<file path="src/rtl/wdcp_regs.svh">
`ifndef WDCP_REGS_SVH
`define WDCP_REGS_SVH

// ****************************************
// register byte addresses
// ****************************************
`define WDCP_ADDR_REFRESH 18'h00000
`define WDCP_ADDR_START 18'h00004
`define WDCP_ADDR_CONTROL 18'h00008
`define WDCP_ADDR_PROT 18'h0000C
`define WDCP_ADDR_CLKCTL 18'h00010
`define WDCP_ADDR_PMODE 18'h00014
`define WDCP_ADDR_COUNT 18'h00018
`define WDCP_IDX_OPTION 16'hFFFF
`define WDCP_ADDR_OPTION {`WDCP_IDX_OPTION, 2'h0}

// ****************************************
// field positions
// ****************************************
`define WDCP_OPT_AUTO_BIT 0
`define WDCP_OPT_PRESET_BIT 7
`define WDCP_CTL_PSEL_BIT 7
`define WDCP_CTL_RUN_BIT 6
`define WDCP_PROT_EN_BIT 7
`define WDCP_CLK_STOPREQ_BIT 0
`define WDCP_CLK_LOSCSTOP_BIT 4
`define WDCP_PM_ACTION_BIT 2

// ****************************************
// values and counts
// ****************************************
`define WDCP_REFRESH_ARM 8'h00
`define WDCP_REFRESH_FIRE 8'hFF
`define WDCP_FULL_UNPROT 15'h7FFF
`define WDCP_FULL_PROT 15'h0FFF
`define WDCP_DIV16_MASK 7'h0F
`define WDCP_DIV128_MASK 7'h7F
`define WDCP_PRESC_ONE 7'h01
`define WDCP_CNT_ONE 15'h0001
`define WDCP_CNT_ZERO 15'h0000
`define WDCP_RESET_BIT 1'b0
`define WDCP_RESET_PRESC 7'h00
`define WDCP_RESET_OPTION 8'hFF
`define WDCP_RESET_WORD 32'h00000000

`endif

</file>
<file path="src/rtl/wdcp_pkg.sv">
package wdcp_pkg;
  // gray path: init -> stopped -> running
  typedef enum logic [1:0] {
    WDCP_INIT = 2'h0,
    WDCP_STOPPED = 2'h1,
    WDCP_RUNNING = 2'h3
  } wdcp_state_e;
endpackage

</file>
<file path="src/rtl/wdcp_sync.sv">
`timescale 1ns/1ns
// ****************************************
// three-stage pin synchroniser with rise detect
// ****************************************
module wdcp_sync (
  input wire logic clk, // block clock
  input wire logic rst_n, // async reset, active low
  input wire logic ce, // clock enable
  input wire logic async_in, // pin from another domain
  output logic rise // one-cycle pulse on a settled rising edge
);
  logic s1;
  logic s2;
  logic s3;
  logic s_prev_q;

  always_ff @(posedge clk or negedge rst_n) begin
    if (!rst_n) begin
      s1 <= 1'b0;
      s2 <= 1'b0;
      s3 <= 1'b0;
    end else if (ce) begin
      s1 <= async_in;
      s2 <= s1;
      s3 <= s2;
    end
  end

  // a new level counts once stages two and three agree
  assign rise = s2 & s3 & ~s_prev_q;

  always_ff @(posedge clk or negedge rst_n) begin
    if (!rst_n) begin
      s_prev_q <= 1'b0;
    end else if (ce && (s2 == s3)) begin
      s_prev_q <= s3;
    end
  end
endmodule

</file>
<file path="src/rtl/wdcp_top.sv">
`timescale 1ns/1ns
`include "wdcp_regs.svh"
module wdcp_top #(
  parameter int CNT_W = 15, // counter width
  parameter int PRESC_W = 7 // prescaler width
) (
  input wire logic pclk, // cpu clock, 100 MHz
  input wire logic presetn, // async reset, active low
  input wire logic ce, // clock enable, freezes all state when low
  input wire logic psel, // apb select
  input wire logic penable, // apb enable
  input wire logic pwrite, // apb direction
  input wire logic [17:0] paddr, // apb byte address
  input wire logic [31:0] pwdata, // apb write data
  output logic [31:0] prdata, // apb read data
  output logic pready, // apb ready
  output logic pslverr, // apb error on unmapped address
  input wire logic [7:0] option_boot_byte, // nonvolatile option strap
  input wire logic losc_clk, // low-speed oscillator pin
  input wire logic wait_mode, // system in wait mode
  input wire logic stop_mode, // system in stop mode
  output logic wdt_reset_req, // one-cycle reset request
  output logic wdt_irq, // one-cycle interrupt request
  output logic stop_mode_request, // stop-mode request bit
  output logic low_speed_osc_stop // oscillator stop bit
);

  // ****************************************
  // elaboration checks
  // ****************************************
  if (CNT_W != 15) begin : g_bad_cnt
    $error("counter width must be 15");
  end
  if (PRESC_W != 7) begin : g_bad_presc
    $error("prescaler width must be 7");
  end

  // ****************************************
  // state
  // ****************************************
  wdcp_pkg::wdcp_state_e state;
  wdcp_pkg::wdcp_state_e next_state;
  logic [CNT_W-1:0] counter;
  logic [CNT_W-1:0] next_counter;
  logic [PRESC_W-1:0] presc;
  logic [7:0] option_q;
  logic prot;
  logic psel_bit;
  logic action;
  logic refresh_armed;
  logic losc_rise;
  logic strap_taken;

  // ****************************************
  // apb decode
  // ****************************************
  function automatic logic hit(input logic [17:0] a, input logic [17:0] ref_a);
    hit = (a == ref_a);
  endfunction

  wire apb_wr = ce & psel & penable & pwrite;
  wire hit_refresh = hit(paddr, `WDCP_ADDR_REFRESH);
  wire hit_start = hit(paddr, `WDCP_ADDR_START);
  wire hit_control = hit(paddr, `WDCP_ADDR_CONTROL);
  wire hit_prot = hit(paddr, `WDCP_ADDR_PROT);
  wire hit_clkctl = hit(paddr, `WDCP_ADDR_CLKCTL);
  wire hit_pmode = hit(paddr, `WDCP_ADDR_PMODE);
  wire hit_count = hit(paddr, `WDCP_ADDR_COUNT);
  wire hit_option = hit(paddr, `WDCP_ADDR_OPTION);
  wire mapped = hit_refresh | hit_start | hit_control | hit_prot | hit_clkctl
    | hit_pmode | hit_count | hit_option;
  wire wr_refresh = apb_wr & hit_refresh;
  wire wr_start = apb_wr & hit_start;
  wire wr_control = apb_wr & hit_control;
  wire wr_prot = apb_wr & hit_prot;
  wire wr_clkctl = apb_wr & hit_clkctl;
  wire wr_pmode = apb_wr & hit_pmode;

  assign pready = 1'b1;
  assign pslverr = psel & penable & ~mapped;

  // ****************************************
  // counting conditions
  // ****************************************
  wire running = (state == wdcp_pkg::WDCP_RUNNING);
  wire refresh_hit = wr_refresh & refresh_armed
    & (pwdata[7:0] == `WDCP_REFRESH_FIRE);
  wire prot_set = wr_prot & pwdata[`WDCP_PROT_EN_BIT] & ~prot;
  wire preset_prot = ~option_q[`WDCP_OPT_PRESET_BIT];
  wire strap_load = ce & strap_taken & (state == wdcp_pkg::WDCP_INIT);
  wire preset_load = strap_load & preset_prot;
  // halt when unprotected and in low-power modes
  wire presc_run = running & ~prot & ~wait_mode & ~stop_mode;
  wire [PRESC_W-1:0] div_mask = psel_bit ? `WDCP_DIV128_MASK : `WDCP_DIV16_MASK;
  wire presc_tick = presc_run & ((presc & div_mask) == div_mask);
  // one decrement per oscillator edge, wait mode ignored
  wire prot_tick = running & prot & losc_rise;
  wire dec = presc_tick | prot_tick;
  wire underflow = dec & (counter == `WDCP_CNT_ZERO);
  wire [CNT_W-1:0] full_value = prot ? `WDCP_FULL_PROT : `WDCP_FULL_UNPROT;
  wire under_reset = underflow & (prot | action);
  wire under_irq = underflow & ~prot & ~action;

  // ****************************************
  // oscillator pin synchroniser
  // ****************************************
  wdcp_sync u_losc_sync (
    .clk(pclk),
    .rst_n(presetn),
    .ce(ce),
    .async_in(losc_clk),
    .rise(losc_rise)
  );

  // ****************************************
  // next counter value
  // ****************************************
  always_comb begin
    next_counter = counter;
    if (prot_set || preset_load) begin
      next_counter = `WDCP_FULL_PROT;
    end else if (refresh_hit) begin
      next_counter = full_value;
    end else if (underflow) begin
      next_counter = full_value;
    end else if (dec) begin
      next_counter = counter - `WDCP_CNT_ONE;
    end
  end

  // ****************************************
  // start state machine
  // ****************************************
  always_comb begin
    next_state = state;
    case (state)
      wdcp_pkg::WDCP_INIT: begin
        if (option_q[`WDCP_OPT_AUTO_BIT]) begin
          next_state = wdcp_pkg::WDCP_STOPPED;
        end else begin
          next_state = wdcp_pkg::WDCP_RUNNING;
        end
      end
      wdcp_pkg::WDCP_STOPPED: begin
        if (wr_start) begin
          next_state = wdcp_pkg::WDCP_RUNNING;
        end
      end
      wdcp_pkg::WDCP_RUNNING: begin
        next_state = wdcp_pkg::WDCP_RUNNING;
      end
      default: begin
        next_state = wdcp_pkg::WDCP_INIT;
      end
    endcase
  end

  // ****************************************
  // strap capture, state, counter
  // ****************************************
  always_ff @(posedge pclk or negedge presetn) begin
    if (!presetn) begin
      strap_taken <= `WDCP_RESET_BIT;
      option_q <= `WDCP_RESET_OPTION;
    end else if (ce && !strap_taken) begin
      strap_taken <= 1'b1;
      option_q <= option_boot_byte;
    end
  end

  always_ff @(posedge pclk or negedge presetn) begin
    if (!presetn) begin
      state <= wdcp_pkg::WDCP_INIT;
      counter <= `WDCP_FULL_UNPROT;
    end else if (ce && strap_taken) begin
      state <= next_state;
      counter <= next_counter;
    end
  end

  always_ff @(posedge pclk or negedge presetn) begin
    if (!presetn) begin
      presc <= `WDCP_RESET_PRESC;
    end else if (ce && presc_run) begin
      presc <= presc + `WDCP_PRESC_ONE;
    end
  end

  always_ff @(posedge pclk or negedge presetn) begin
    if (!presetn) begin
      refresh_armed <= `WDCP_RESET_BIT;
    end else if (wr_refresh) begin
      refresh_armed <= (pwdata[7:0] == `WDCP_REFRESH_ARM);
    end
  end

  // ****************************************
  // control bits
  // ****************************************
  always_ff @(posedge pclk or negedge presetn) begin
    if (!presetn) begin
      prot <= `WDCP_RESET_BIT;
      action <= `WDCP_RESET_BIT;
      low_speed_osc_stop <= `WDCP_RESET_BIT;
      stop_mode_request <= `WDCP_RESET_BIT;
      psel_bit <= `WDCP_RESET_BIT;
    end else if (preset_load) begin
      prot <= 1'b1;
      action <= 1'b1;
      low_speed_osc_stop <= 1'b0;
    end else if (prot_set) begin
      prot <= 1'b1;
      action <= 1'b1;
      low_speed_osc_stop <= 1'b0;
    end else begin
      if (wr_control) begin
        psel_bit <= pwdata[`WDCP_CTL_PSEL_BIT];
      end
      if (wr_pmode && !prot) begin
        action <= pwdata[`WDCP_PM_ACTION_BIT];
      end
      if (wr_clkctl) begin
        if (!(prot && pwdata[`WDCP_CLK_STOPREQ_BIT])) begin
          stop_mode_request <= pwdata[`WDCP_CLK_STOPREQ_BIT];
        end
        if (!(prot && pwdata[`WDCP_CLK_LOSCSTOP_BIT])) begin
          low_speed_osc_stop <= pwdata[`WDCP_CLK_LOSCSTOP_BIT];
        end
      end
    end
  end

  // ****************************************
  // underflow outputs
  // ****************************************
  always_ff @(posedge pclk or negedge presetn) begin
    if (!presetn) begin
      wdt_reset_req <= `WDCP_RESET_BIT;
      wdt_irq <= `WDCP_RESET_BIT;
    end else if (ce) begin
      wdt_reset_req <= under_reset & strap_taken;
      wdt_irq <= under_irq & strap_taken;
    end
  end

  // ****************************************
  // read data, captured in the setup cycle
  // ****************************************
  logic [31:0] rd_mux;
  always_comb begin
    rd_mux = `WDCP_RESET_WORD;
    if (hit_control) begin
      rd_mux[`WDCP_CTL_PSEL_BIT] = psel_bit;
      rd_mux[`WDCP_CTL_RUN_BIT] = running;
    end
    if (hit_prot) begin
      rd_mux[`WDCP_PROT_EN_BIT] = prot;
    end
    if (hit_clkctl) begin
      rd_mux[`WDCP_CLK_STOPREQ_BIT] = stop_mode_request;
      rd_mux[`WDCP_CLK_LOSCSTOP_BIT] = low_speed_osc_stop;
    end
    if (hit_pmode) begin
      rd_mux[`WDCP_PM_ACTION_BIT] = action;
    end
    if (hit_count) begin
      rd_mux[CNT_W-1:0] = counter;
    end
    if (hit_option) begin
      rd_mux[7:0] = option_q;
    end
  end

  always_ff @(posedge pclk or negedge presetn) begin
    if (!presetn) begin
      prdata <= `WDCP_RESET_WORD;
    end else if (ce && psel && !penable) begin
      prdata <= rd_mux;
    end
  end
endmodule

</file>
<file path="config.mk">
export PLATFORM = sky130hd
export DESIGN_NAME = wdcp_top
export DESIGN_NICKNAME = d
export VERILOG_FILES = /design/src/rtl/wdcp_pkg.sv /design/src/rtl/wdcp_sync.sv /design/src/rtl/wdcp_top.sv
export VERILOG_INCLUDE_DIRS = /design/src /design/src/rtl
export SDC_FILE = /design/constraint.sdc
export NUM_CORES = 1
export LEC_CHECK = 0
export ABC_AREA = 1
export BUFFER_PORTS_ARGS = -buffer_cell sky130_fd_sc_hd__buf_2
export CAP_MARGIN = 20
export CORE_MARGIN = 3
export CORE_UTILIZATION = 53
export DETAILED_ROUTE_END_ITERATION = 10
export PLACE_DENSITY = 0.85
export SETUP_SLACK_MARGIN = 0.4
export SLEW_MARGIN = 10
export SYNTH_ARGS = -nofsm -noshare
export SYNTH_HDL_FRONTEND = slang
export SYNTH_SLANG_ARGS = --single-unit
</file>
<file path="constraint.sdc">
create_clock -name pclk -period 2.1 [get_ports pclk]
set_clock_uncertainty 0.15 [all_clocks]
set_input_delay 0 -clock pclk [delete_from_list [all_inputs] [get_ports pclk]]
set_output_delay 0 -clock pclk [all_outputs]
set_load 0.02 [all_outputs]
</file>
==> results.cfg <==
[final_layout]
antenna_cells_inserted = 0
regArea_mm2 = 0.001533
fin_cells = 705
multi_input_comb_area_mm2 = 0.002106
fillers = 425
flow.area_growth_from_synthesis_pct = 35.57
postLayoutCoreUtil_pct = 76.83
final_layout_size_suffix_gt1_share_pct = 34.48
num-nets-final = 677

[synth]
postSynthAreaPerCell_um2 = 7.653
number_of_synthesized_flops_with_an_enable_pin = 0
synth-async-reset-ratio_pct = 100.0
synth_top_area_cell = sky130_fd_sc_hd__dfrtp_1
synthFlopType = sky130_fd_sc_hd__dfrtp_1
yosysTopAreaCellShare_pct = 24.74
ys_seq_elements = 60
post_synth_num_cell_types = 42
syn_inst = 489
synth_top_cells_by_area = sky130_fd_sc_hd__dfrtp_1, sky130_fd_sc_hd__dfstp_2, sky130_fd_sc_hd__nand2_1
post_synth_instance_area_mm2 = 0.003742
synth-warning-count = 0
synth.yosys.seq_area_share_pct = 40.89

[floorplan]
die-area_mm2 = 0.008105
chipWidth_um = 90.03
initial_cell_density_of_the_core_pct = 56.67
die_extent_in_y_um = 90.03
core_area_mm2 = 0.006604
ios = 105
core.rowCount = 29

[worst_hold_path]
hold-path-endpoint = wdt_irq
hold_path_startpoint = ce
hold_path_class = in2reg
timing.hold.worst_path_depth = 4

[global_route]
grt.overflow.total = 0
antenna_violations_before_repair = 0
grt_pass1_vias = 3943
grt_util_all_layers_pct = 29.31
grt_pass1_wl_um = 19010
grt_start_max_net_pins = 33

[cts]
tritoncts_num_sinks = 60
max-clock-path-buffers = 2
worst_skew_pair_later_pin_latency_ns = 0.37
clock_edge_transition_at_the_registers_on_the_reported_setup_and_hold_paths_ns = 0.07
cts_tree = done
cts_inserted_buffers = 9
cts_root_buffer = sky130_fd_sc_hd__clkbuf_8
cts_htree_levels = 3

[power_and_ir_drop]
worst_ir_drop_vdd_uv = 637.3
total_leakage_power_nw = 2.594
power_frac_clock_pct = 43.0
total_switching_power_w = 0.0006611
part_of_the_total_power_dissipated_in_combinational_logic_pct = 10.2
power.share.switching_pct = 25.97
cell_internal_pwr_w = 0.001885
seq_power_share_pct = 46.7
post-layout-total-power_w = 0.002546
power-per-cell-area_mw_per_mm2 = 501.8

[timing]
final-hold-violation-count = 0
final-setup-viol-count = 0
rsz0062_at_grt = yes
timing.max_slew.rel_slack_pct = 55.89
fmax_mhz = 538.2
fin_setup_tns_ns = 0
worstMarginPinSlew_ns = 0.6617
timing_max_transition_violations_final = 0
finalCriticalPeriod_ns = 1.858
portion_of_the_clock_cycle_consumed_by_the_worst_path_in_the_final_layout_pct = 88.48

[detailed_routing]
drt_drc_violations_left = 0
detailroute.via_count = 4125
detailedRoute.firstIterationViolations = 622
viasPerCell = 5.851
ant_nets = 0
drt_pass1_iterations = 7
routed_wl_um = 12540
post_drt_wl_per_cell_um = 17.78

[critical_path]
worstPathMaxFanout = 5
setup.worst_path.class = reg2reg
reg2reg_depth = 11
worst-endpoint-required_ns = 2.24
cp.arrival_ns = 2.00
timing.rr.start = prot
r2r-end = counter[14]
r2r_slack_ns = 0.24
startpoint_kind_of_the_worst_setup_timing_path = register
crit_path_end_kind = register

[place]
buffer_ports.inserted = 62
hpwlAfterDp_um = 7205
finalWeightedCongestion = 0.9103
placedCellCount = 640

[run]
cap_violations = 0

[run_status]
status = finished clean
-- cell type report --
type,count,area share [%]
clock buffer,12,3.058
clock inverter,4,0.9371
inverter,49,3.970
multi-input combinational,370,41.50
sequential,60,30.21
tap,93,2.293
timing repair buffer,117,18.03
-- synthesized netlist by cell type, types with 2 or more instances --
master and n:
sky130_fd_sc_hd__xor2_1 10, sky130_fd_sc_hd__o211ai_1 4, sky130_fd_sc_hd__xnor2_1 4, sky130_fd_sc_hd__buf_2 3
sky130_fd_sc_hd__nor3_1 8, sky130_fd_sc_hd__ha_1 3, sky130_fd_sc_hd__o21ai_1 6, sky130_fd_sc_hd__nand2_1 125
sky130_fd_sc_hd__o31ai_1 6, sky130_fd_sc_hd__clkbuf_1 2, sky130_fd_sc_hd__nor4_1 4, sky130_fd_sc_hd__nor2_4 3
sky130_fd_sc_hd__nand3_2 2, sky130_fd_sc_hd__o21ai_0 17, sky130_fd_sc_hd__conb_1 2, sky130_fd_sc_hd__nor2_1 57
sky130_fd_sc_hd__nand2_2 14, sky130_fd_sc_hd__or2_1 2, sky130_fd_sc_hd__nand3_1 35, sky130_fd_sc_hd__inv_2 5
sky130_fd_sc_hd__dfstp_2 23, sky130_fd_sc_hd__inv_1 42, sky130_fd_sc_hd__nand4_1 21, sky130_fd_sc_hd__nor2_2 4
sky130_fd_sc_hd__buf_4 19, sky130_fd_sc_hd__dfrtp_1 37, sky130_fd_sc_hd__mux2_2 6, sky130_fd_sc_hd__a21oi_1 11
-- power by group through the flow --
stage	clock network, W	logic [W]	registers, W
2_1_floorplan	0	0.000124	0.00121
3_3_place_gp	0	0.000199	0.00121
3_5_place_dp	0	0.000207	0.00121
4_1_cts	0.00109	0.000248	0.00119
5_1_grt	0.00115	0.000283	0.00119
6_report	0.00110	0.000260	0.00119
-- cell families (layout without fill, tap and decap cells) --
group,Yosys count,count (layout),synth area share [%]
buffers and inverters,75,182,10.06
AND/OR/NAND/NOR,282,282,35.47
multiplexers,6,6,1.805
adder cells (fa/ha/maj),3,3,1.003
flip-flops,60,60,40.89
AO/OA/AOI/OAI,47,47,7.288
other,2,18,0.2007
XOR/XNOR,14,14,3.276
-- critical path, cell delays in order, from the launching register on --
cell,delay [ns]
sky130_fd_sc_hd__dfrtp_1,0.38
sky130_fd_sc_hd__inv_2,0.04
sky130_fd_sc_hd__buf_4,0.15
sky130_fd_sc_hd__nand3_1,0.11
sky130_fd_sc_hd__nor2_1,0.08
sky130_fd_sc_hd__nor2_2,0.23
sky130_fd_sc_hd__nand3_4,0.14
sky130_fd_sc_hd__nand2_4,0.13
sky130_fd_sc_hd__buf_12,0.13
sky130_fd_sc_hd__buf_12,0.13
sky130_fd_sc_hd__nand2_2,0.05
sky130_fd_sc_hd__o21ai_2,0.05
-- worst max path at each step --
stage	start	cells after the start	slack (ns)	endpoint
finish	prot	11	0.24	counter[14]
global route	counter[1]	11	0.23	counter[11]
CTS	presc[1]	11	0.35	counter[12]
detailed placement	counter[0]	12	0.17	counter[13]
global placement	counter[0]	12	0.22	counter[13]
floorplan	presc[0]	12	0.41	counter[11]
-- placed cells by master (no fill, tap or decap), types with 11 or more instances in the layout --
cell / Yosys / final
sky130_fd_sc_hd__clkbuf_8: 0 / 11
sky130_fd_sc_hd__inv_1: 42 / 38
sky130_fd_sc_hd__o21ai_0: 17 / 17
sky130_fd_sc_hd__nand3_1: 35 / 31
sky130_fd_sc_hd__nor2_2: 4 / 11
sky130_fd_sc_hd__nand4_1: 21 / 21
sky130_fd_sc_hd__nand2_1: 125 / 109
sky130_fd_sc_hd__dlygate4sd3_1: 0 / 28
sky130_fd_sc_hd__buf_2: 3 / 62
sky130_fd_sc_hd__a21oi_1: 11 / 11
sky130_fd_sc_hd__dfstp_2: 23 / 23
sky130_fd_sc_hd__nand2_2: 14 / 23
sky130_fd_sc_hd__nor2_1: 57 / 49
sky130_fd_sc_hd__buf_4: 19 / 16
sky130_fd_sc_hd__dfrtp_1: 37 / 35
sky130_fd_sc_hd__conb_1: 2 / 18
-- flip-flops by register name, indices dropped and copies added (netlist names), 2 cells and up --
register	cells
counter	15
option_q	8
prdata	15
presc	7
state	2
-- per-stage QoR --
step	area [um^2]	hold WS (ns)	setup slack [ns]
floorplan	3815	-0.4456	0.4086
global placement	4108	-0.09871	0.2185
detailed placement	4108	-0.09690	0.1702
CTS	4873	0.006623	0.3514
global route	5074	0.05252	0.2310
finish	5074	0.008685	0.2419
-- per-layer routing --
metal	track usage [%]	vias up	wire length, um
met4	14.54	0	794
met1	35.86	1877	4557
met2	47.29	342	5748
li1	-	1799	-
met3	8.514	107	1435
met5	0	-	0
-- what timing repair did --
| item | 4_1_cts | 5_1_grt |
|---|---|---|
| endpoints found under the hold margin | 77 | 0 |
| buffers inserted | 8 | 8 |
| pin swaps | 9 | 14 |
| gates cloned | 2 | 1 |
| hold buffers | 30 | 0 |
| resized for setup | 33 | 34 |
| endpoints found under the setup margin | 18 | 23 |
Power figures use the tool's default switching activity.
